===== src/mifc_regs.svh =====
`ifndef MIFC_REGS_SVH
`define MIFC_REGS_SVH

// register byte addresses
`define MIFC_ADDR_FLAGS_LO   16'hFFE0
`define MIFC_ADDR_FLAGS_HI   16'hFFE1
`define MIFC_ADDR_MASK_LO    16'hFFE4
`define MIFC_ADDR_MASK_HI    16'hFFE5
`define MIFC_ADDR_EDGE_SEL0  16'hFFEC
`define MIFC_ADDR_EDGE_SEL1  16'hFFED

// reset values
`define MIFC_RST_FLAGS       8'h00
`define MIFC_RST_MASK        8'hFF
`define MIFC_RST_EDGE_SEL    8'h00

// writable bits of the edge-select registers, reserved bits read zero
`define MIFC_EDGE_SEL0_WMASK 8'hFC
`define MIFC_EDGE_SEL1_WMASK 8'h03

// edge-select field positions (lsb of each 2-bit field)
`define MIFC_PIN0_EDGE_LSB   2
`define MIFC_PIN1_EDGE_LSB   4
`define MIFC_PIN2_EDGE_LSB   6
`define MIFC_PIN3_EDGE_LSB   0

// source bit positions, also fixed priority order (0 is highest)
`define MIFC_NUM_SRC         13
`define MIFC_HI_BITS         5
`define MIFC_SRC_LOW_VOLT    0
`define MIFC_SRC_PIN0        1
`define MIFC_SRC_PIN1        2
`define MIFC_SRC_TMR_H1      3
`define MIFC_SRC_TMR_00_0    4
`define MIFC_SRC_TMR_00_1    5
`define MIFC_SRC_CONV_DONE   6
`define MIFC_SRC_PIN2        7
`define MIFC_SRC_PIN3        8
`define MIFC_SRC_TMR_80      9
`define MIFC_SRC_RX_ERR      10
`define MIFC_SRC_RX_DONE     11
`define MIFC_SRC_TX_DONE     12

`endif


===== src/mifc_pkg.sv =====
package mifc_pkg;

   typedef enum logic [1:0] {
      EDGE_FALL = 2'b00,
      EDGE_RISE = 2'b01,
      EDGE_BAD  = 2'b10,
      EDGE_BOTH = 2'b11
   } mifc_edge_t;

   typedef enum logic [2:0] {
      REG_NONE      = 3'b000,
      REG_FLAGS_LO  = 3'b001,
      REG_FLAGS_HI  = 3'b010,
      REG_MASK_LO   = 3'b011,
      REG_MASK_HI   = 3'b100,
      REG_EDGE_SEL0 = 3'b101,
      REG_EDGE_SEL1 = 3'b110
   } mifc_reg_t;

   typedef struct packed {
      logic [15:0] addr;
      logic        wr;
      logic        rd;
      logic        bit_op;
      logic [2:0]  bit_sel;
      logic        bit_val;
      logic [7:0]  wdata;
   } mifc_cpu_req_t;

   typedef struct packed {
      logic       valid;
      logic [3:0] index;
   } mifc_pick_t;

endpackage : mifc_pkg


===== src/mifc_top.sv =====
// Function
// - flag sets on source event or written 1
// - flag clears on written 0, acknowledge, reset
// - request flags reset to all zeros
// - flags and masks take bit or byte writes
// - mask 0 permits servicing, 1 blocks
// - mask registers reset to all ones
// - each of thirteen sources owns flag and mask
// - output-mode pin level change raises request
// - edge register 0 selects pins 0-2 edges
// - edge codes: 00 fall, 01 rise, 11 both
// - edge register 0 field layout, bits 1:0 zero
// - edge register 0 resets to zero
// - edge register 1 holds pin 3 field
// - edge register 1 resets to zero
// - edge registers accept byte writes only
// - request presented only when flagged and unmasked
// - highest fixed priority wins among pending
`timescale 1ns/1ps
`default_nettype none
`include "mifc_regs.svh"
module mifc_top (
   // clock, reset, enable
   input  wire logic                     ref_clk_in,
   input  wire logic                     reset_n_in,
   input  wire logic                     clk_en_in,
   // cpu register access
   input  wire logic [15:0]              cpu_addr_in,
   input  wire logic                     cpu_wr_in,
   input  wire logic                     cpu_rd_in,
   input  wire logic                     cpu_bit_op_in,
   input  wire logic [2:0]               cpu_bit_sel_in,
   input  wire logic                     cpu_bit_val_in,
   input  wire logic [7:0]               cpu_wdata_in,
   output logic [7:0]                    cpu_rdata_out,
   // acknowledge
   input  wire logic                     cpu_ack_in,
   input  wire logic [3:0]               cpu_ack_index_in,
   // internal sources, one-cycle pulses
   input  wire logic                     low_voltage_request_in,
   input  wire logic                     timer_h1_match_in,
   input  wire logic                     timer_00_ch0_in,
   input  wire logic                     timer_00_ch1_in,
   input  wire logic                     conversion_done_request_in,
   input  wire logic                     timer_80_match_in,
   input  wire logic                     serial_rx_error_request_in,
   input  wire logic                     serial_rx_done_request_in,
   input  wire logic                     serial_tx_done_request_in,
   // external pins, pad level whether driven from outside or by the port
   input  wire logic                     ext_irq_pin0_in,
   input  wire logic                     ext_irq_pin1_in,
   input  wire logic                     ext_irq_pin2_in,
   input  wire logic                     ext_irq_pin3_in,
   // request to core
   output logic                          irq_pending_out,
   output logic [3:0]                    irq_index_out,
   output logic [`MIFC_NUM_SRC-1:0]      request_flags_out,
   output logic [`MIFC_NUM_SRC-1:0]      mask_flags_out
);

   // reset words, cut to the implemented bits where used
   localparam logic [15:0]       RST_FLAGS_WORD = {`MIFC_RST_FLAGS, `MIFC_RST_FLAGS};
   localparam logic [15:0]       RST_MASK_WORD  = {`MIFC_RST_MASK, `MIFC_RST_MASK};

   logic [1:0]                   rst_pipe;
   logic                         rst_n;

   mifc_pkg::mifc_cpu_req_t      req;
   mifc_pkg::mifc_reg_t          reg_id;
   mifc_pkg::mifc_pick_t         pick;

   logic [`MIFC_NUM_SRC-1:0]     flags;
   logic [`MIFC_NUM_SRC-1:0]     masks;
   logic [`MIFC_NUM_SRC-1:0]     next_flags;
   logic [`MIFC_NUM_SRC-1:0]     next_masks;
   logic [`MIFC_NUM_SRC-1:0]     hw_set;
   logic [`MIFC_NUM_SRC-1:0]     ack_clr;

   logic [7:0]                   edge_sel0;
   logic [7:0]                   edge_sel1;
   logic [7:0]                   cur_byte;
   logic [7:0]                   wr_byte;

   logic [3:0]                   pin_level;
   logic [3:0]                   pin_hit;
   logic [3:0][1:0]              pin_sel;

   logic                         wr_hit;
   logic                         flag_access;

   // address decode shared by read, write and the pending hold
   function automatic mifc_pkg::mifc_reg_t decode_addr(input logic [15:0] addr);
      case (addr)
         `MIFC_ADDR_FLAGS_LO:  decode_addr = mifc_pkg::REG_FLAGS_LO;
         `MIFC_ADDR_FLAGS_HI:  decode_addr = mifc_pkg::REG_FLAGS_HI;
         `MIFC_ADDR_MASK_LO:   decode_addr = mifc_pkg::REG_MASK_LO;
         `MIFC_ADDR_MASK_HI:   decode_addr = mifc_pkg::REG_MASK_HI;
         `MIFC_ADDR_EDGE_SEL0: decode_addr = mifc_pkg::REG_EDGE_SEL0;
         `MIFC_ADDR_EDGE_SEL1: decode_addr = mifc_pkg::REG_EDGE_SEL1;
         default:              decode_addr = mifc_pkg::REG_NONE;
      endcase
   endfunction : decode_addr

   // reset release through two flops; not gated by the enable so reset always completes
   always_ff @(posedge ref_clk_in or negedge reset_n_in) begin
      if (!reset_n_in) begin
         rst_pipe <= 2'b00;
      end else begin
         rst_pipe <= {rst_pipe[0], 1'b1};
      end
   end

   assign rst_n = rst_pipe[1];

   assign req.addr    = cpu_addr_in;
   assign req.wr      = cpu_wr_in;
   assign req.rd      = cpu_rd_in;
   assign req.bit_op  = cpu_bit_op_in;
   assign req.bit_sel = cpu_bit_sel_in;
   assign req.bit_val = cpu_bit_val_in;
   assign req.wdata   = cpu_wdata_in;

   assign reg_id = decode_addr(req.addr);

   // current contents of the addressed register; unmapped reads as zero
   always_comb begin
      case (reg_id)
         mifc_pkg::REG_FLAGS_LO:  cur_byte = flags[7:0];
         mifc_pkg::REG_FLAGS_HI:  cur_byte = {3'h0, flags[`MIFC_NUM_SRC-1:8]};
         mifc_pkg::REG_MASK_LO:   cur_byte = masks[7:0];
         mifc_pkg::REG_MASK_HI:   cur_byte = {3'h7, masks[`MIFC_NUM_SRC-1:8]};
         mifc_pkg::REG_EDGE_SEL0: cur_byte = edge_sel0;
         mifc_pkg::REG_EDGE_SEL1: cur_byte = edge_sel1;
         default:                 cur_byte = 8'h00;
      endcase
   end

   // bit manipulation is read-modify-write of the addressed byte
   always_comb begin
      wr_byte = req.wdata;
      if (req.bit_op) begin
         wr_byte = cur_byte;
         wr_byte[req.bit_sel] = req.bit_val;
      end
   end

   assign wr_hit = req.wr & clk_en_in;

   // pin edge detectors
   assign pin_level = {ext_irq_pin3_in, ext_irq_pin2_in, ext_irq_pin1_in, ext_irq_pin0_in};
   assign pin_sel[0] = edge_sel0[`MIFC_PIN0_EDGE_LSB +: 2];
   assign pin_sel[1] = edge_sel0[`MIFC_PIN1_EDGE_LSB +: 2];
   assign pin_sel[2] = edge_sel0[`MIFC_PIN2_EDGE_LSB +: 2];
   assign pin_sel[3] = edge_sel1[`MIFC_PIN3_EDGE_LSB +: 2];

   generate
      for (genvar p = 0; p < 4; p++) begin : g_pin
         // sees the pad, so a level change driven in output mode counts too
         mifc_edge_detect u_edge (
            .clk_in      (ref_clk_in),
            .rst_n_in    (rst_n),
            .clk_en_in   (clk_en_in),
            .pin_in      (pin_level[p]),
            .edge_sel_in (pin_sel[p]),
            .hit_out     (pin_hit[p])
         );
      end
   endgenerate

   // each source drives its own flag bit
   assign hw_set[`MIFC_SRC_LOW_VOLT]  = low_voltage_request_in;
   assign hw_set[`MIFC_SRC_PIN0]      = pin_hit[0];
   assign hw_set[`MIFC_SRC_PIN1]      = pin_hit[1];
   assign hw_set[`MIFC_SRC_TMR_H1]    = timer_h1_match_in;
   assign hw_set[`MIFC_SRC_TMR_00_0]  = timer_00_ch0_in;
   assign hw_set[`MIFC_SRC_TMR_00_1]  = timer_00_ch1_in;
   assign hw_set[`MIFC_SRC_CONV_DONE] = conversion_done_request_in;
   assign hw_set[`MIFC_SRC_PIN2]      = pin_hit[2];
   assign hw_set[`MIFC_SRC_PIN3]      = pin_hit[3];
   assign hw_set[`MIFC_SRC_TMR_80]    = timer_80_match_in;
   assign hw_set[`MIFC_SRC_RX_ERR]    = serial_rx_error_request_in;
   assign hw_set[`MIFC_SRC_RX_DONE]   = serial_rx_done_request_in;
   assign hw_set[`MIFC_SRC_TX_DONE]   = serial_tx_done_request_in;

   generate
      for (genvar s = 0; s < `MIFC_NUM_SRC; s++) begin : g_ack
         assign ack_clr[s] = cpu_ack_in & (cpu_ack_index_in == 4'(s));
      end
   endgenerate

   // software write first, then acknowledge clear, then hardware set wins
   always_comb begin
      next_flags = flags;
      if (wr_hit && reg_id == mifc_pkg::REG_FLAGS_LO) begin
         next_flags[7:0] = wr_byte;
      end
      if (wr_hit && reg_id == mifc_pkg::REG_FLAGS_HI) begin
         next_flags[`MIFC_NUM_SRC-1:8] = wr_byte[`MIFC_HI_BITS-1:0];
      end
      next_flags = (next_flags & ~ack_clr) | hw_set;
   end

   always_ff @(posedge ref_clk_in or negedge rst_n) begin
      if (!rst_n) begin
         flags <= RST_FLAGS_WORD[`MIFC_NUM_SRC-1:0];
      end else if (clk_en_in) begin
         flags <= next_flags;
      end
   end

   always_comb begin
      next_masks = masks;
      if (wr_hit && reg_id == mifc_pkg::REG_MASK_LO) begin
         next_masks[7:0] = wr_byte;
      end
      if (wr_hit && reg_id == mifc_pkg::REG_MASK_HI) begin
         next_masks[`MIFC_NUM_SRC-1:8] = wr_byte[`MIFC_HI_BITS-1:0];
      end
   end

   always_ff @(posedge ref_clk_in or negedge rst_n) begin
      if (!rst_n) begin
         masks <= RST_MASK_WORD[`MIFC_NUM_SRC-1:0];
      end else if (clk_en_in) begin
         masks <= next_masks;
      end
   end

   // edge registers: whole-byte writes only, bit operations are dropped
   always_ff @(posedge ref_clk_in or negedge rst_n) begin
      if (!rst_n) begin
         edge_sel0 <= `MIFC_RST_EDGE_SEL;
         edge_sel1 <= `MIFC_RST_EDGE_SEL;
      end else if (wr_hit && !req.bit_op) begin
         if (reg_id == mifc_pkg::REG_EDGE_SEL0) begin
            edge_sel0 <= req.wdata & `MIFC_EDGE_SEL0_WMASK;
         end
         if (reg_id == mifc_pkg::REG_EDGE_SEL1) begin
            edge_sel1 <= req.wdata & `MIFC_EDGE_SEL1_WMASK;
         end
      end
   end

   // read data registered, holds until the next read
   always_ff @(posedge ref_clk_in or negedge rst_n) begin
      if (!rst_n) begin
         cpu_rdata_out <= 8'h00;
      end else if (clk_en_in && req.rd) begin
         cpu_rdata_out <= cur_byte;
      end
   end

   mifc_priority u_priority (
      .flags_in (flags),
      .masks_in (masks),
      .pick_out (pick)
   );

   // the presented request is held while flags or masks are being touched,
   // so the core never sees a half-updated choice
   always_comb begin
      case (reg_id)
         mifc_pkg::REG_FLAGS_LO,
         mifc_pkg::REG_FLAGS_HI,
         mifc_pkg::REG_MASK_LO,
         mifc_pkg::REG_MASK_HI: flag_access = req.wr | req.rd;
         default:               flag_access = 1'b0;
      endcase
   end

   always_ff @(posedge ref_clk_in or negedge rst_n) begin
      if (!rst_n) begin
         irq_pending_out <= 1'b0;
         irq_index_out   <= 4'h0;
      end else if (clk_en_in && !flag_access) begin
         irq_pending_out <= pick.valid;
         irq_index_out   <= pick.index;
      end
   end

   // copies for the core, straight from flops
   always_ff @(posedge ref_clk_in or negedge rst_n) begin
      if (!rst_n) begin
         request_flags_out <= RST_FLAGS_WORD[`MIFC_NUM_SRC-1:0];
      end else if (clk_en_in) begin
         request_flags_out <= next_flags;
      end
   end

   always_ff @(posedge ref_clk_in or negedge rst_n) begin
      if (!rst_n) begin
         mask_flags_out <= RST_MASK_WORD[`MIFC_NUM_SRC-1:0];
      end else if (clk_en_in) begin
         mask_flags_out <= next_masks;
      end
   end

endmodule : mifc_top
`default_nettype wire


===== src/mifc_edge_detect.sv =====
`timescale 1ns/1ps
`default_nettype none
module mifc_edge_detect (
   // clock and control
   input  wire logic       clk_in,
   input  wire logic       rst_n_in,
   input  wire logic       clk_en_in,
   // pin and mode
   input  wire logic       pin_in,
   input  wire logic [1:0] edge_sel_in,
   // event
   output logic            hit_out
);

   logic sync_a;
   logic sync_b;
   logic prev;
   logic armed;
   logic rise;
   logic fall;

   // two-stage synchroniser, sync_a feeds sync_b only
   always_ff @(posedge clk_in or negedge rst_n_in) begin
      if (!rst_n_in) begin
         sync_a <= 1'b0;
         sync_b <= 1'b0;
      end else if (clk_en_in) begin
         sync_a <= pin_in;
         sync_b <= sync_a;
      end
   end

   // first sample after reset only primes prev, from the still-zero sync_b, so an idle-high pin still makes one rising edge
   always_ff @(posedge clk_in or negedge rst_n_in) begin
      if (!rst_n_in) begin
         prev  <= 1'b0;
         armed <= 1'b0;
      end else if (clk_en_in) begin
         prev  <= sync_b;
         armed <= 1'b1;
      end
   end

   assign rise = armed & ~prev & sync_b;
   assign fall = armed & prev & ~sync_b;

   always_comb begin
      case (mifc_pkg::mifc_edge_t'(edge_sel_in))
         mifc_pkg::EDGE_FALL: hit_out = fall;
         mifc_pkg::EDGE_RISE: hit_out = rise;
         mifc_pkg::EDGE_BOTH: hit_out = rise | fall;
         default:             hit_out = 1'b0;
      endcase
   end

endmodule : mifc_edge_detect
`default_nettype wire


===== src/mifc_priority.sv =====
`timescale 1ns/1ps
`default_nettype none
`include "mifc_regs.svh"
module mifc_priority (
   // flags
   input  wire logic [`MIFC_NUM_SRC-1:0] flags_in,
   input  wire logic [`MIFC_NUM_SRC-1:0] masks_in,
   // choice
   output mifc_pkg::mifc_pick_t          pick_out
);

   logic [`MIFC_NUM_SRC-1:0] eligible;

   assign eligible = flags_in & ~masks_in;

   // scan from lowest priority up so the highest eligible one wins
   always_comb begin
      pick_out.valid = 1'b0;
      pick_out.index = 4'h0;
      for (int i = `MIFC_NUM_SRC - 1; i >= 0; i--) begin
         if (eligible[i]) begin
            pick_out.valid = 1'b1;
            pick_out.index = 4'(i);
         end
      end
   end

endmodule : mifc_priority
`default_nettype wire


===== config.mk =====
export PLATFORM = sky130hd
export DESIGN_NAME = mifc_top
export DESIGN_NICKNAME = d
export VERILOG_FILES = /design/src/mifc_pkg.sv /design/src/mifc_top.sv /design/src/mifc_edge_detect.sv /design/src/mifc_priority.sv
export VERILOG_INCLUDE_DIRS = /design/src
export SDC_FILE = /design/constraint.sdc
export NUM_CORES = 1
export LEC_CHECK = 0
export BUFFER_PORTS_ARGS = -buffer_cell sky130_fd_sc_hd__buf_2
export CORE_MARGIN = 2
export CORE_UTILIZATION = 50
export CTS_BUF_LIST = sky130_fd_sc_hd__clkbuf_4 sky130_fd_sc_hd__clkbuf_8
export DETAILED_ROUTE_END_ITERATION = 7
export GPL_ROUTABILITY_DRIVEN = 0
export PLACE_DENSITY = 0.87
export SLEW_MARGIN = 40
export SYNTH_ARGS = -nofsm -noshare
export SYNTH_HDL_FRONTEND = slang
export SYNTH_SLANG_ARGS = --single-unit

===== constraint.sdc =====
create_clock -name ref_clk_in -period 1.9 [get_ports ref_clk_in]
set_clock_uncertainty 0.05 [all_clocks]
set_input_delay 0.38 -clock ref_clk_in [delete_from_list [all_inputs] [get_ports ref_clk_in]]
set_output_delay 0.38 -clock ref_clk_in [all_outputs]
set_load 0.01 [all_outputs]

Word-level counts from Yosys, hierarchy flattened --
Index checks and enable logic that the tools add are counted. W data, S select, Z words.
Cells by class: add/sub/neg operators 0, $mul 0, div/mod/pow operators 0, magnitude comparators 2, equal/unequal tests 32, shift-type cells 0, multiplexer cells 28, bitwise logic cells 48, reduce and logical (&&, ||, !) cells 20
Operator list (count):
- $eq A16 B16 Y1 const B | 6
- $mux W5 | 15
- $pmux W8 S6 | 1
- $and A1 B1 Y1 | 30
- $and A13 B13 Y13 | 2
- $not A13 Y13 | 2
- $mux W8 | 3
- $eq A4 B4 Y1 const B | 5
- $pmux W3 S6 | 1
- $eq A4 B3 Y1 const B | 4
- $or A13 B13 Y13 | 1
- $pmux W1 S3 | 4
- $eq A3 B3 Y1 const B | 3
- $bwmux W8 | 1
- $eq A2 B1 Y1 const B | 4
- $eq A2 B2 Y1 const B | 4
- $eq A4 B2 Y1 const B | 2
- $logic_and A1 B1 Y1 | 8
- $logic_not A2 Y1 | 4
- $not A1 Y1 | 8
- $reduce_and A2 Y1 | 4
- $eq A3 B2 Y1 const B | 2
- $or A1 B1 Y1 | 5
- $eq A4 B1 Y1 const B | 1
- other kinds (8) | 10
Storage, ports and cells: flip-flop bits (word level) 62, bits in latches 0, memory bits (writable) 0, memory bits (read-only) 0, input bits 52, output and inout bits 39, logic and storage cells 152, memories 0

Logic depth before layout (Yosys ltp) --
Gate-level depths: netlist of run 1.
depth after elaboration 15, gate-level depth with buffers 7, mapped depth without buffers 5

Hierarchy --
A second synthesis of run 1 with hierarchy kept.
Unflattened totals: cells, all modules 385, area, all modules 3916.3 sq um
Modules (own cells, without submodules):
- mifc_top | times used 1, cells an instance 295, area each 2956.6 sq um, seq. area each 1242.4 sq um
- mifc_edge_detect | times used 4, cells an instance 13, area each 176.4 sq um, seq. area each 100.1 sq um
- mifc_priority | times used 1, cells an instance 38, area each 254.0 sq um, seq. area each 0.0 sq um

Worst setup path after synthesis of run 1 --
OpenSTA, ideal clock, no wires.
path kind input -> register, start in cpu_addr_in[7], end reg request_flags_out[10], library setup time 126 ps, arrival time 1647 ps, data required time 1724 ps, slack 77 ps, cell stages on the path 6, buffers on the path 1, cells stage by stage and4b_2 and3_1 buf_2 a31o_2 o2111a_1 a221o_1
On the way: cells in the longest elaborated chain, start to end 9, elaborated cells between the ends (all ways) 20, classes of those cells eq/ne: 12; mux: 5; bitwise: 2; reduce/logical: 1
RTL lines:
- start: declaration | RTL line mifc_top.sv:28 | input wire logic [15:0] cpu_addr_in,
- $eq A16 B16 Y1 | RTL line mifc_top.sv:93 | case (addr)
- $pmux W3 S6 (*) | RTL line mifc_top.sv:93
- $eq A3 B3 Y1, or another cell as far along | RTL line mifc_top.sv:127 | case (reg_id)
- $pmux W8 S6 | RTL line mifc_top.sv:127
- $bwmux W8 | RTL line mifc_top.sv:143 | wr_byte[req.bit_sel] = req.bit_val;
- $mux W8 | RTL line mifc_top.sv:141 | if (req.bit_op) begin
- $mux W5 (*) | RTL line mifc_top.sv:197 | if (wr_hit && reg_id == mifc_pkg::REG_FLAGS_HI) begin
- $and A13 B13 Y13 (*) | RTL line mifc_top.sv:200 | next_flags = (next_flags & ~ack_clr) | hw_set;
- $or A13 B13 Y13 (*) | RTL line mifc_top.sv:200
- end signal: assignment | RTL line mifc_top.sv:284 | request_flags_out <= RST_FLAGS_WORD[`MIFC_NUM_SRC-1:0];
- end signal: assignment | RTL line mifc_top.sv:286 | request_flags_out <= next_flags;
- end: declaration | RTL line mifc_top.sv:57 | output logic [`MIFC_NUM_SRC-1:0] request_flags_out,
Mark *: on every way between the ends. The rest lies on a longest branch, timed or not. A chain may end at the register's enable or synchronous reset.

Worst setup path in the final report of run 1 --
start reg edge_sel0[2], end reg request_flags_out[10]
On the way: cells in the longest elaborated chain, start to end 6
RTL lines:
- start: declaration | RTL line mifc_top.sv:79 | logic [7:0] edge_sel0;
- start signal: assignment | RTL line mifc_top.sv:232 | edge_sel0 <= `MIFC_RST_EDGE_SEL;
- start signal: assignment | RTL line mifc_top.sv:236 | edge_sel0 <= req.wdata & `MIFC_EDGE_SEL0_WMASK;
- $pmux W8 S6 | RTL line mifc_top.sv:127
- $bwmux W8 | RTL line mifc_top.sv:143
- $mux W8 | RTL line mifc_top.sv:141
- $mux W5 | RTL line mifc_top.sv:197
- $and A13 B13 Y13 | RTL line mifc_top.sv:200
- $or A13 B13 Y13 | RTL line mifc_top.sv:200
No other way between the ends.

==> key figures, run 1 <==
Run status
  – Outcome: finished, violations left
  – Violated checks: negative setup slack

Logic synthesis
  – Warnings, synthesis: 0
  – Number of distinct library cells after synthesis: 68
  – Number of nets produced by synthesis: 472
  – Synthesis-stage register bit count: 62
  – Async SR Flop Fraction: 1.000
  – Number of synthesized flops with an enable pin: 0
  – Gate count after technology mapping: 420
  – Sequential-to-total area share from yosys stat: 0.4083
  – Primary flip-flop cell chosen by synthesis mapping: sky130_fd_sc_hd__dfrtp_1
  – Syn_area_per_cell: 9.143 µm²
  – Cell area after synthesis: 0.003840 mm²

Clock tree
  – CTS tree: built
  – Number of buffers created by CTS: 9
  – CTS root buffer: sky130_fd_sc_hd__clkbuf_8
  – Maximum level of the CTS H-tree: 3
  – Clock-pin transition on the worst setup and hold timing paths: 0.07 ns
  – Number of sinks driven by the clock tree: 62
  – Post-CTS Setup Bufs: 0
  – Clock Tree Buf Depth: 2
  – Clock latency on the worst-skew pair: 0.35 ns

STA
  – Final total negative setup slack: -0.02962 ns
  – Number of failing hold endpoints at the final stage: 0
  – Max Slew Vio Count: 0
  – Post-layout minimum cycle time: 1.924 ns
  – Worst-case setup margin in the final layout: -0.02407 ns
  – Final hold slack: 0.1780 ns
  – Final worst path period share: 1.013
  – Setup violations, final: 2
  – Maximum clock frequency: 519.7 MHz

Finish
  – FF+latch area: 0.001569 mm²
  – Area of combinational cells with multiple inputs: 0.002141 mm²
  – Most used cells in the layout excluding fill and tap cells: sky130_fd_sc_hd__buf_2, sky130_fd_sc_hd__dfrtp_1, sky130_fd_sc_hd__buf_4
  – Area overhead of the layout relative to synthesis: 28.38%
  – Number of nets in the layout: 602
  – Final standard cell utilization of the core: 0.6725
  – Leading cell type in the layout, fill and taps excluded: sky130_fd_sc_hd__buf_2
  – Number of fill cells in the layout: 515
  – Antenna Diode Count: 0
  – Final instance area: 0.004930 mm²
  – Number of standard cells in the layout, taps in and fillers out: 654
  – Fraction of final layout cells with drive strength greater than 1: 0.3730

Detailed routing
  – Vias per cell: 6.303
  – DRT Wirelength: 12290 µm
  – Count of antenna-violating nets left after detailed routing: 0
  – First DRT Iteration DRCs: 641
  – DR WL met2: 5605 µm
  – Wire length on met3: 1336 µm
  – Via total after detailed routing: 4122
  – Wire per inst: 18.80 µm
  – DR pass1 iterations: 6
  – Routed metal-1 wirelength: 4664 µm
  – Count of unresolved DRC violations after routing: 0
  – Uppermost layer routed: met4

Setup path
  – Cell Chain, Critical Path: and3_1, a221oi_2, a2111oi_4, o2111a_1, a221o_1
  – Required @ worst endpoint: 2.09 ns
  – Crit path buffers/inverters: 0
  – Element type at the critical path end: register
  – Delay of the slowest critical-path stage: 0.42 ns
  – Slowest-stage cell, CP: sky130_fd_sc_hd__dfrtp_1
  – Crit Path Category: reg -> reg
  – Delay-heaviest family, CP: compound AO/OA/AOI/OAI gates
  – Critical-path maximum fanout: 4
  – Critical path data arrival time: 2.11 ns
  – CP Launch Type: register

Global route
  – Grt ovf: 0
  – Largest net degree at the start of global routing: 41
  – Number of antenna violations at the first check in global routing: 0
  – First-pass GRT wire length: 18840 µm
  – Via count of the first global-routing pass: 3870
  – Total Routing Usage GR: 0.2880

Place
  – Port Buf Inserts: 90
  – Post-Place Worst Slack: -0.1938 ns
  – DP Wirelength: 9424 µm
  – Cell Area, Placed: 0.004678 mm²
  – Number of instances in the placed design: 637

Floorplanning
  – Die span in x: 91.64 µm
  – Row Count: 31
  – Area of the core region: 0.007331 mm²
  – Starting density of the core: 0.5238
  – Height of the die: 91.64 µm
  – Die Footprint: 0.008397 mm²
  – Ports placed on the boundary: 91

Pwr
  – Power density of the placed cells: 652.3 mW/mm²
  – Maximum VDD drop: 433.6 µV
  – Total leakage power: 2.140 nW
  – Total design power: 3.216 mW

Job
  – Max-cap violation count: 0

Hold path
  – Worst hold path type: reg -> async
## worst reg2reg max path, cell delays in order (launching register included)
cell and delay [ns]:
sky130_fd_sc_hd__dfrtp_1 0.42, sky130_fd_sc_hd__and3_1 0.23, sky130_fd_sc_hd__a221oi_2 0.38, sky130_fd_sc_hd__a2111oi_4 0.16, sky130_fd_sc_hd__o2111a_1 0.29, sky130_fd_sc_hd__a221o_1 0.27
## area by class of cell
cell class,instances,share of cell area
Multi-Input combinational cell,327,0.4343
Timing Repair Buffer,140,0.1706
Inverter,10,0.007614
Clock inverter,6,0.01751
Clock buffer,10,0.02665
Sequential cell,62,0.3183
Tap cell,99,0.02513
## cell families after synthesis
| logic type | after synthesis | share of synthesized area |
|---|---|---|
| simple gates | 178 | 0.2545 |
| other cells | 1 | 0.0009766 |
| compound gates | 121 | 0.2177 |
| mux | 27 | 0.07820 |
| flops | 62 | 0.4083 |
| buf+inv | 31 | 0.04041 |
## synth_stat cells (9+ instances only)
cell / count / share of area
sky130_fd_sc_hd__nor2b_1: 21 / 0.034
sky130_fd_sc_hd__o21ai_0: 38 / 0.050
sky130_fd_sc_hd__nand2_1: 45 / 0.044
sky130_fd_sc_hd__dfstp_2: 13 / 0.089
sky130_fd_sc_hd__buf_2: 10 / 0.013
sky130_fd_sc_hd__nand3_1: 14 / 0.018
sky130_fd_sc_hd__dfrtp_1: 49 / 0.32
sky130_fd_sc_hd__nor2_1: 30 / 0.029
sky130_fd_sc_hd__nand3b_1: 9 / 0.018
sky130_fd_sc_hd__inv_1: 10 / 0.0098
sky130_fd_sc_hd__mux2_2: 24 / 0.070
sky130_fd_sc_hd__a21oi_1: 12 / 0.016
sky130_fd_sc_hd__a31oi_1: 12 / 0.020
## report_power, final
group / switching, mW / internal [mW]
combinational: 0.282 / 0.221
sequential: 0.0477 / 1.37
clock: 0.542 / 0.750
total: 0.873 / 2.34
## worst paths after layout
check / from / endpoint / slack, ns / cells after the start
max: edge_sel0[2] / request_flags_out[10] / -0.02 / 5
min: rst_pipe[1] / edge_sel0[2] / 0.18 / 1
max reg2reg: edge_sel0[2] / request_flags_out[10] / -0.02 / 5
min reg2reg: rst_pipe[1] / edge_sel0[2] / 0.18 / 1
max in group asynchronous: rst_pipe[1] / mask_flags_out[2] / 1.22 / 1
min in group ref_clk_in: ext_irq_pin1_in / g_pin[1].u_edge.sync_a / 0.21 / 2
## registers in the layout, indices dropped and copies added, names as in the netlist
| name | flops |
|---|---|
| mask_flags_out | 13 |
| irq_pending_out | 1 |
| cpu_rdata_out | 8 |
| edge_sel0 | 6 |
| g_pin.u_edge.sync_b | 4 |
| g_pin.u_edge.prev | 4 |
| request_flags_out | 13 |
| rst_pipe | 2 |
| g_pin.u_edge.armed | 1 |
| g_pin.u_edge.sync_a | 4 |
| irq_index_out | 4 |
| edge_sel1 | 2 |
## per-layer routing
metal / vias to the layer above / global-route usage
li1: 1826 / -
met1: 1908 / 0.3626
met2: 312 / 0.4387
met3: 76 / 0.07806
met4: 0 / 0.1806
met5: - / 0
## timing repair
item	4_1_cts	5_1_grt
gates resized for setup	0	4
endpoints found under the hold margin	2	0
endpoints found under the setup margin	0	4
hold buffers	1	0
(Power assumes the default switching activity.)
==> run 2: changes to the inputs <==
Settings changed: ABC_AREA set to 1, TNS_END_PERCENT set to 5.
==> run 2 against run 1 <==
  * The run now ends clean
  * Largest power group unchanged
  * Non-clock buffer count down 41
  * Area after synthesis up 3.6%
  * Routed wire length down 7.7%
  * First-iteration DRC count down 29%
  * Sequential share of layout area up 0.98 points
  * Flip-flop and latch count unchanged
  * Critical path type unchanged
  * Clock power about the same
==> key figures, run 2 <==
Run status
  – Outcome: complete, no violations

Clock tree
  – Clock Tree Buf Depth: 2 (unchanged)
  – Cts-stage hold buffer count: 1 (unchanged)
  – CTS tree: built
  – Post-CTS Setup Bufs: 0 (unchanged)
  – Post-cts sizing count: 0 (unchanged)
  – Clock-pin transition on the worst setup and hold timing paths: 0.07 ns (about the same)
  – Number of sinks driven by the clock tree: 62 (unchanged)
  – CTS root buffer: sky130_fd_sc_hd__clkbuf_8
  – Maximum level of the CTS H-tree: 3 (unchanged)
  – Clock latency on the worst-skew pair: 0.35 ns (about the same)
  – Number of buffers created by CTS: 9 (unchanged)

Logic synthesis
  – Warnings, synthesis: 0 (unchanged)
  – Gate count after technology mapping: 537 (+28%)
  – Top-area cell type share of the netlist area: 0.3084 (-0.01095)
  – Number of distinct library cells after synthesis: 43 (-37%)
  – Syn_area_per_cell: 7.405 µm² (-19%)
  – Async SR Flop Fraction: 1.000 (unchanged)
  – Number of synthesized flops with an enable pin: 0 (unchanged)
  – Sequential-to-total area share from yosys stat: 0.3943 (-0.01400)
  – Number of nets produced by synthesis: 589 (+25%)
  – Leading cell types by total area after synthesis: sky130_fd_sc_hd__dfrtp_1, sky130_fd_sc_hd__nand2_1, sky130_fd_sc_hd__dfstp_2, sky130_fd_sc_hd__nor2_1, sky130_fd_sc_hd__inv_1
  – Top cell type by total area after synthesis: sky130_fd_sc_hd__dfrtp_1
  – Top cell types by occurrence after synthesis: sky130_fd_sc_hd__nand2_1, sky130_fd_sc_hd__nor2_1, sky130_fd_sc_hd__inv_1
  – Primary flip-flop cell chosen by synthesis mapping: sky130_fd_sc_hd__dfrtp_1
  – Cell area after synthesis: 0.003976 mm² (+3.6%)
  – Cell with the most instances after synthesis: sky130_fd_sc_hd__nand2_1
  – Synthesis-stage register bit count: 62 (unchanged)

Setup path
  – Cell Chain, Critical Path: inv_1, nor2_1, a21oi_1, o21ai_0, nand2_1, nand2_1, nand2_1, nand2_1, nand2_1, nand2_1, nand2_1, o21ai_0
  – Crit Path Category: reg -> reg
  – Delay of the slowest critical-path stage: 0.41 ns (about the same)
  – CP Launch Type: register
  – Critical path origin: request_flags_out[11]
  – RR Startpoint: request_flags_out[11]
  – Required @ worst endpoint: 2.12 ns (+0.03 ns)
  – Critical path destination: irq_index_out[0]
  – Reg-to-reg endpoint: irq_index_out[0]
  – Most numerous cell on the critical path: sky130_fd_sc_hd__nand2_1
  – Element type at the critical path end: register
  – Critical-path maximum fanout: 4 (unchanged)
  – Worst-case register-to-register setup slack: 0.28 ns (+0.30 ns)
  – Slowest-stage cell, CP: sky130_fd_sc_hd__dfrtp_1
  – Critical path data arrival time: 1.84 ns (-0.27 ns)
  – R2R cell count: 12 (+7)

STA
  – Setup violations, final: 0 (-2)
  – Final total negative setup slack: 0 ns (+0.02962 ns)
  – Max Slew Vio Count: 0 (unchanged)
  – Worst-case setup margin in the final layout: 0.2807 ns (+0.3047 ns)
  – Final worst path period share: 0.8523 (-0.1604)
  – Post-layout minimum cycle time: 1.619 ns (-0.3047 ns)
  – Maximum clock frequency: 617.5 MHz (+19%)
  – Number of failing hold endpoints at the final stage: 0 (unchanged)
  – Setup repair after global routing missed its margin: no

Place
  – Cell Area, Placed: 0.004554 mm² (-2.6%)
  – DP Wirelength: 8791 µm (-6.7%)
  – Port Buf Inserts: 90 (unchanged)
  – Post-Place Worst Slack: 0.02043 ns (+0.2142 ns)

Finish
  – Area overhead of the layout relative to synthesis: 20.26%
  – Final instance area: 0.004782 mm² (-3.0%)
  – Antenna Diode Count: 0 (unchanged)
  – Largest registers: mask_flags_out x13, request_flags_out x13, cpu_rdata_out x8
  – Final standard cell utilization of the core: 0.6188 (-0.05362)
  – Fraction of final layout cells with drive strength greater than 1: 0.3053 (-0.06768)
  – Most used cells in the layout excluding fill and tap cells: sky130_fd_sc_hd__nand2_1, sky130_fd_sc_hd__buf_2, sky130_fd_sc_hd__nor2_1
  – Number of nets in the layout: 689 (+14%)
  – Leading cell type in the layout, fill and taps excluded: sky130_fd_sc_hd__nand2_1

Pwr
  – Power density of the placed cells: 666.4 mW/mm² (+2.2%)
  – Total design power: 3.187 mW (-0.91%)
  – Total leakage power: 2.591 nW (+21%)
  – Maximum VDD drop: 479.5 µV (+11%)

Floorplanning
  – Starting density of the core: 0.5146 (-0.009237)
  – Die span in x: 93.18 µm (+1.7%)
  – Height of the die: 93.18 µm (+1.7%)
  – Area of the core region: 0.007727 mm² (+5.4%)
  – Ports placed on the boundary: 91 (unchanged)
  – Row Count: 32 (+3.2%)
  – Die Footprint: 0.008682 mm² (+3.4%)

Global route
  – Number of antenna violations at the first check in global routing: 0 (unchanged)
  – Via count of the first global-routing pass: 3996 (+3.3%)
  – Largest net degree at the start of global routing: 61 (+49%)
  – Grt ovf: 0 (unchanged)
  – Total Routing Usage GR: 0.2721 (-0.01581)
  – First-pass GRT wire length: 18420 µm (-2.2%)

Detailed routing
  – Wire per inst: 15.26 µm (-19%)
  – DR pass1 iterations: 5 (-1)
  – Count of unresolved DRC violations after routing: 0 (unchanged)
  – Vias per cell: 5.593 (-11%)
  – Count of antenna-violating nets left after detailed routing: 0 (unchanged)
  – First DRT Iteration DRCs: 457 (-29%)
  – DRT Wirelength: 11350 µm (-7.7%)
  – Via total after detailed routing: 4161 (+0.95%)

Hold path
  – Worst hold path type: in -> reg

Job
  – Max-cap violation count: 0 (unchanged)
run 2: critical path: cells and delay by family (launching register included):
kind | cells | cell delay (ns)
simple gates | 8 | 0.57
compound gates | 3 | 0.42
flops | 1 | 0.41
buf+inv | 1 | 0.09
run 2: layer usage:
| metal | global-route usage | routed length, µm |
|---|---|---|
| met1 | 0.3548 | 4623 |
| met3 | 0.05641 | 1059 |
| met5 | 0 | 0 |
| met2 | 0.4293 | 5253 |
| met4 | 0.1385 | 414 |
run 2: cell type report:
| class | instances | area, µm² |
|---|---|---|
| timing repair buffer | 99 | 533.0 |
| sequential | 62 | 1569 |
| fill | 676 | 2945 |
| clock inverter | 1 | 30.03 |
| inverter | 71 | 276.5 |
| tap | 102 | 127.6 |
| multi-input combinational | 394 | 2058 |
| clock buffer | 15 | 187.7 |
run 2: cell families (layout without fill, tap and decap cells):
group                  Yosys count  in the layout  share of synthesized area
flip-flops                      62             62                     0.3943
AND/OR/NAND/NOR                302            302                     0.3606
other                            1              1                  0.0009431
XOR/XNOR                         1              1                   0.002203
buffers and inverters           81            186                    0.08810
AO/OA/AOI/OAI                   86             86                     0.1425
multiplexers                     4              4                    0.01133
run 2: metrics by stage:
stage / std cells / hold slack (ns)
detailed placement: 727 / 0.1171
finish: 744 / 0.1736
floorplan: 537 / 0.03441
global placement: 727 / 0.1144
global route: 744 / 0.2014
CTS: 744 / 0.1669
run 2: how the worst min path moves through the flow:
stage | cells past startpoint | start | end | slack [ns]
floorplan | 0 | reset_n_in | rst_pipe[0] | 0.03
global placement | 1 | reset_n_in | rst_pipe[0] | 0.11
detailed placement | 1 | reset_n_in | rst_pipe[0] | 0.12
CTS | 3 | ext_irq_pin2_in | g_pin[2].u_edge.sync_a | 0.17
global route | 3 | ext_irq_pin2_in | g_pin[2].u_edge.sync_a | 0.20
finish | 3 | ext_irq_pin2_in | g_pin[2].u_edge.sync_a | 0.17
run 2: where the power goes:
part / switching (mW) / internal (mW) / leakage, nW
registers: 0.0597 / 1.39 / 0.685
clock network: 0.502 / 0.758 / 0.114
logic: 0.295 / 0.178 / 1.79
total: 0.858 / 2.33 / 2.59
==> run 3: changes to the inputs <==
Settings changed: CAP_MARGIN set to 25, PLACE_DENSITY 0.87 to 0.78.
==> run 3 against run 2 <==
  * Critical endpoint unchanged
  * Sequential share of layout area down 0.26 points
  * Critical path depth unchanged
  * First-iteration DRC count is 24% lower
  * Global-route usage shrank 0.36 points
  * Largest power group is now clock
  * Core utilization grew 0.49 points
  * Final cell count is 0.13% lower
  * Maximum frequency about the same
  * Final area grew 0.78%
  * Power is 8.3% higher
  * Routed wire length decreased by 1.6%
  * Sequential power about the same
==> key figures, run 3 (synthesis gave the netlist of run 2 again) <==
Run status
  – Outcome: complete, no violations

Setup path
  – Critical-path maximum fanout: 4 (unchanged)
  – Reg-to-reg endpoint: irq_index_out[0]
  – Crit Path Category: reg -> reg
  – Critical path data arrival time: 1.83 ns (about the same)
  – Element type at the critical path end: register
  – RR Startpoint: request_flags_out[11]
  – Cell Chain, Critical Path: inv_1, nor2_1, a21oi_1, o21ai_0, nand2_1, nand2_1, nand2_1, nand2_1, nand2_1, nand2_1, nand2_1, o21ai_0
  – Crit path buffers/inverters: 1 (unchanged)
  – Worst-case register-to-register setup slack: 0.28 ns (about the same)
  – Required @ worst endpoint: 2.11 ns (about the same)
  – Most numerous cell on the critical path: sky130_fd_sc_hd__nand2_1
  – Delay-heaviest family, CP: simple AND/OR/NAND/NOR gates
  – CP Launch Type: register
  – Slowest-stage cell, CP: sky130_fd_sc_hd__dfrtp_1
  – Delay of the slowest critical-path stage: 0.46 ns (+0.05 ns)
  – R2R cell count: 12 (unchanged)

Hold path
  – Worst hold endpoint: g_pin[1].u_edge.sync_a
  – Worst hold start: ext_irq_pin1_in
  – Worst hold path type: in -> reg
  – Number of cells on the worst hold path: 3 (unchanged)

Clock tree
  – CTS tree: built
  – CTS root buffer: sky130_fd_sc_hd__clkbuf_8
  – Maximum level of the CTS H-tree: 3 (unchanged)
  – Number of buffers created by CTS: 9 (unchanged)
  – Post-cts sizing count: 0 (unchanged)
  – Clock-pin transition on the worst setup and hold timing paths: 0.07 ns (about the same)
  – Post-CTS Setup Bufs: 0 (unchanged)
  – Clock latency on the worst-skew pair: 0.35 ns (about the same)
  – Number of sinks driven by the clock tree: 62 (unchanged)
  – Clock Tree Buf Depth: 2 (unchanged)

Detailed routing
  – Count of unresolved DRC violations after routing: 0 (unchanged)
  – DRT Wirelength: 11170 µm (-1.6%)
  – Via total after detailed routing: 4017 (-3.5%)
  – Wire per inst: 15.03 µm (-1.5%)
  – DR pass1 iterations: 5 (unchanged)
  – First DRT Iteration DRCs: 346 (-24%)
  – Count of antenna-violating nets left after detailed routing: 0 (unchanged)
  – Vias per cell: 5.406 (-3.3%)

Floorplanning
  – Die Footprint: 0.008682 mm² (unchanged)
  – Die span in x: 93.18 µm (unchanged)
  – Ports placed on the boundary: 91 (unchanged)
  – Row Count: 32 (unchanged)
  – Height of the die: 93.18 µm (unchanged)
  – Area of the core region: 0.007727 mm² (unchanged)
  – Starting density of the core: 0.5146 (unchanged)

STA
  – Final total negative setup slack: 0 ns (unchanged)
  – Final worst path period share: 0.8517 (about the same)
  – Setup repair after global routing missed its margin: no
  – Setup violations, final: 0 (unchanged)
  – Maximum clock frequency: 618.0 MHz (about the same)
  – Max Slew Vio Count: 0 (unchanged)
  – Number of failing hold endpoints at the final stage: 0 (unchanged)
  – Final hold slack: 0.1774 ns (+0.003868 ns)
  – Post-layout minimum cycle time: 1.618 ns (-0.001158 ns)

Finish
  – FF+latch area: 0.001569 mm² (unchanged)
  – Final standard cell utilization of the core: 0.6237 (+0.004858)
  – Final instance area: 0.004820 mm² (+0.78%)
  – Leading cell type in the layout, fill and taps excluded: sky130_fd_sc_hd__nand2_1
  – Number of nets in the layout: 688 (-0.15%)
  – Area of combinational cells with multiple inputs: 0.002058 mm² (unchanged)
  – Antenna Diode Count: 0 (unchanged)
  – Largest registers: mask_flags_out x13, request_flags_out x13, cpu_rdata_out x8
  – Area overhead of the layout relative to synthesis: 21.21%
  – Most used cells in the layout excluding fill and tap cells: sky130_fd_sc_hd__nand2_1, sky130_fd_sc_hd__buf_2, sky130_fd_sc_hd__nor2_1
  – Number of fill cells in the layout: 706 (+4.4%)
  – Fraction of final layout cells with drive strength greater than 1: 0.3042 (-0.001084)

Global route
  – First-pass GRT wire length: 18230 µm (-1.1%)
  – Met1 GRT Util: 0.3533 (-0.001561)
  – Total Routing Usage GR: 0.2685 (-0.003626)
  – Via count of the first global-routing pass: 3862 (-3.4%)
  – GR Util met2: 0.4233 (-0.006039)
  – Grt ovf: 0 (unchanged)
  – Most used routing layer: met2
  – Number of antenna violations at the first check in global routing: 0 (unchanged)
  – Met3 routing resource usage after global routing: 0.07172 (+0.01531)
  – Largest net degree at the start of global routing: 61 (unchanged)

Place
  – Port Buf Inserts: 90 (unchanged)
  – DP Wirelength: 8639 µm (-1.7%)
  – Cell Area, Placed: 0.004547 mm² (-0.16%)

Pwr
  – Power density of the placed cells: 716.2 mW/mm² (+7.5%)
  – Total design power: 3.452 mW (+8.3%)
  – Total leakage power: 2.606 nW (+0.55%)
  – Maximum VDD drop: 682.6 µV (+42%)

Job
  – Max-cap violation count: 0 (unchanged)
[run 3: per-stage QoR]
| step | setup WS, ns | instances |
|---|---|---|
| after CTS | 0.2860 | 743 |
| after global placement | 0.07216 | 726 |
| final | 0.2818 | 743 |
| after detailed placement | 0.01166 | 726 |
| after floorplan | 0.01861 | 537 |
| after global routing | 0.1239 | 743 |
[run 3: worst max-delay path by stage]
stage,start,endpoint,slack [ns],depth (start not counted)
after floorplan,rst_pipe[1],cpu_rdata_out[0],0.02,0
after detailed placement,cpu_addr_in[9],request_flags_out[1],0.01,13
after CTS,mask_flags_out[10],irq_index_out[0],0.29,12
after global placement,cpu_addr_in[9],request_flags_out[1],0.07,13
final,request_flags_out[11],irq_index_out[0],0.28,12
after global routing,mask_flags_out[10],irq_index_out[0],0.12,12
[run 3: report_power, final]
part	switching, mW	internal [mW]
logic	0.295	0.176
clock network	0.535	0.995
registers	0.0587	1.39
total	0.889	2.56
[run 3: layer usage]
metal	share of wire	wire [µm]	up-vias
li1	-	-	1941
met1	0.42	4735	1842
met2	0.46	5145	209
met3	0.095	1058	25
met4	0.020	227	0
met5	0	0	-
[run 3: tightest hold or removal path: cells and delay by family]
| family | cells | cell delay [ns] |
|---|---|---|
| AND/OR/NAND/NOR | 2 | 0.09 |
| buffers and inverters | 1 | 0.07 |
[run 3: cell type report]
cell class | count | share of cell area
clock buffers | 13 | 0.03583
clock inverters | 3 | 0.01869
inverters | 71 | 0.05737
multi-input cells | 394 | 0.4271
flip-flops and latches | 62 | 0.3255
well taps | 102 | 0.02648
repair buffers | 98 | 0.1090
[run 3: timing repair]
| action | CTS | global route |
|---|---|---|
| hold buffers | 1 | 0 |
| setup endpoints to repair | 0 | 0 |
| hold endpoints to repair | 2 | 0 |
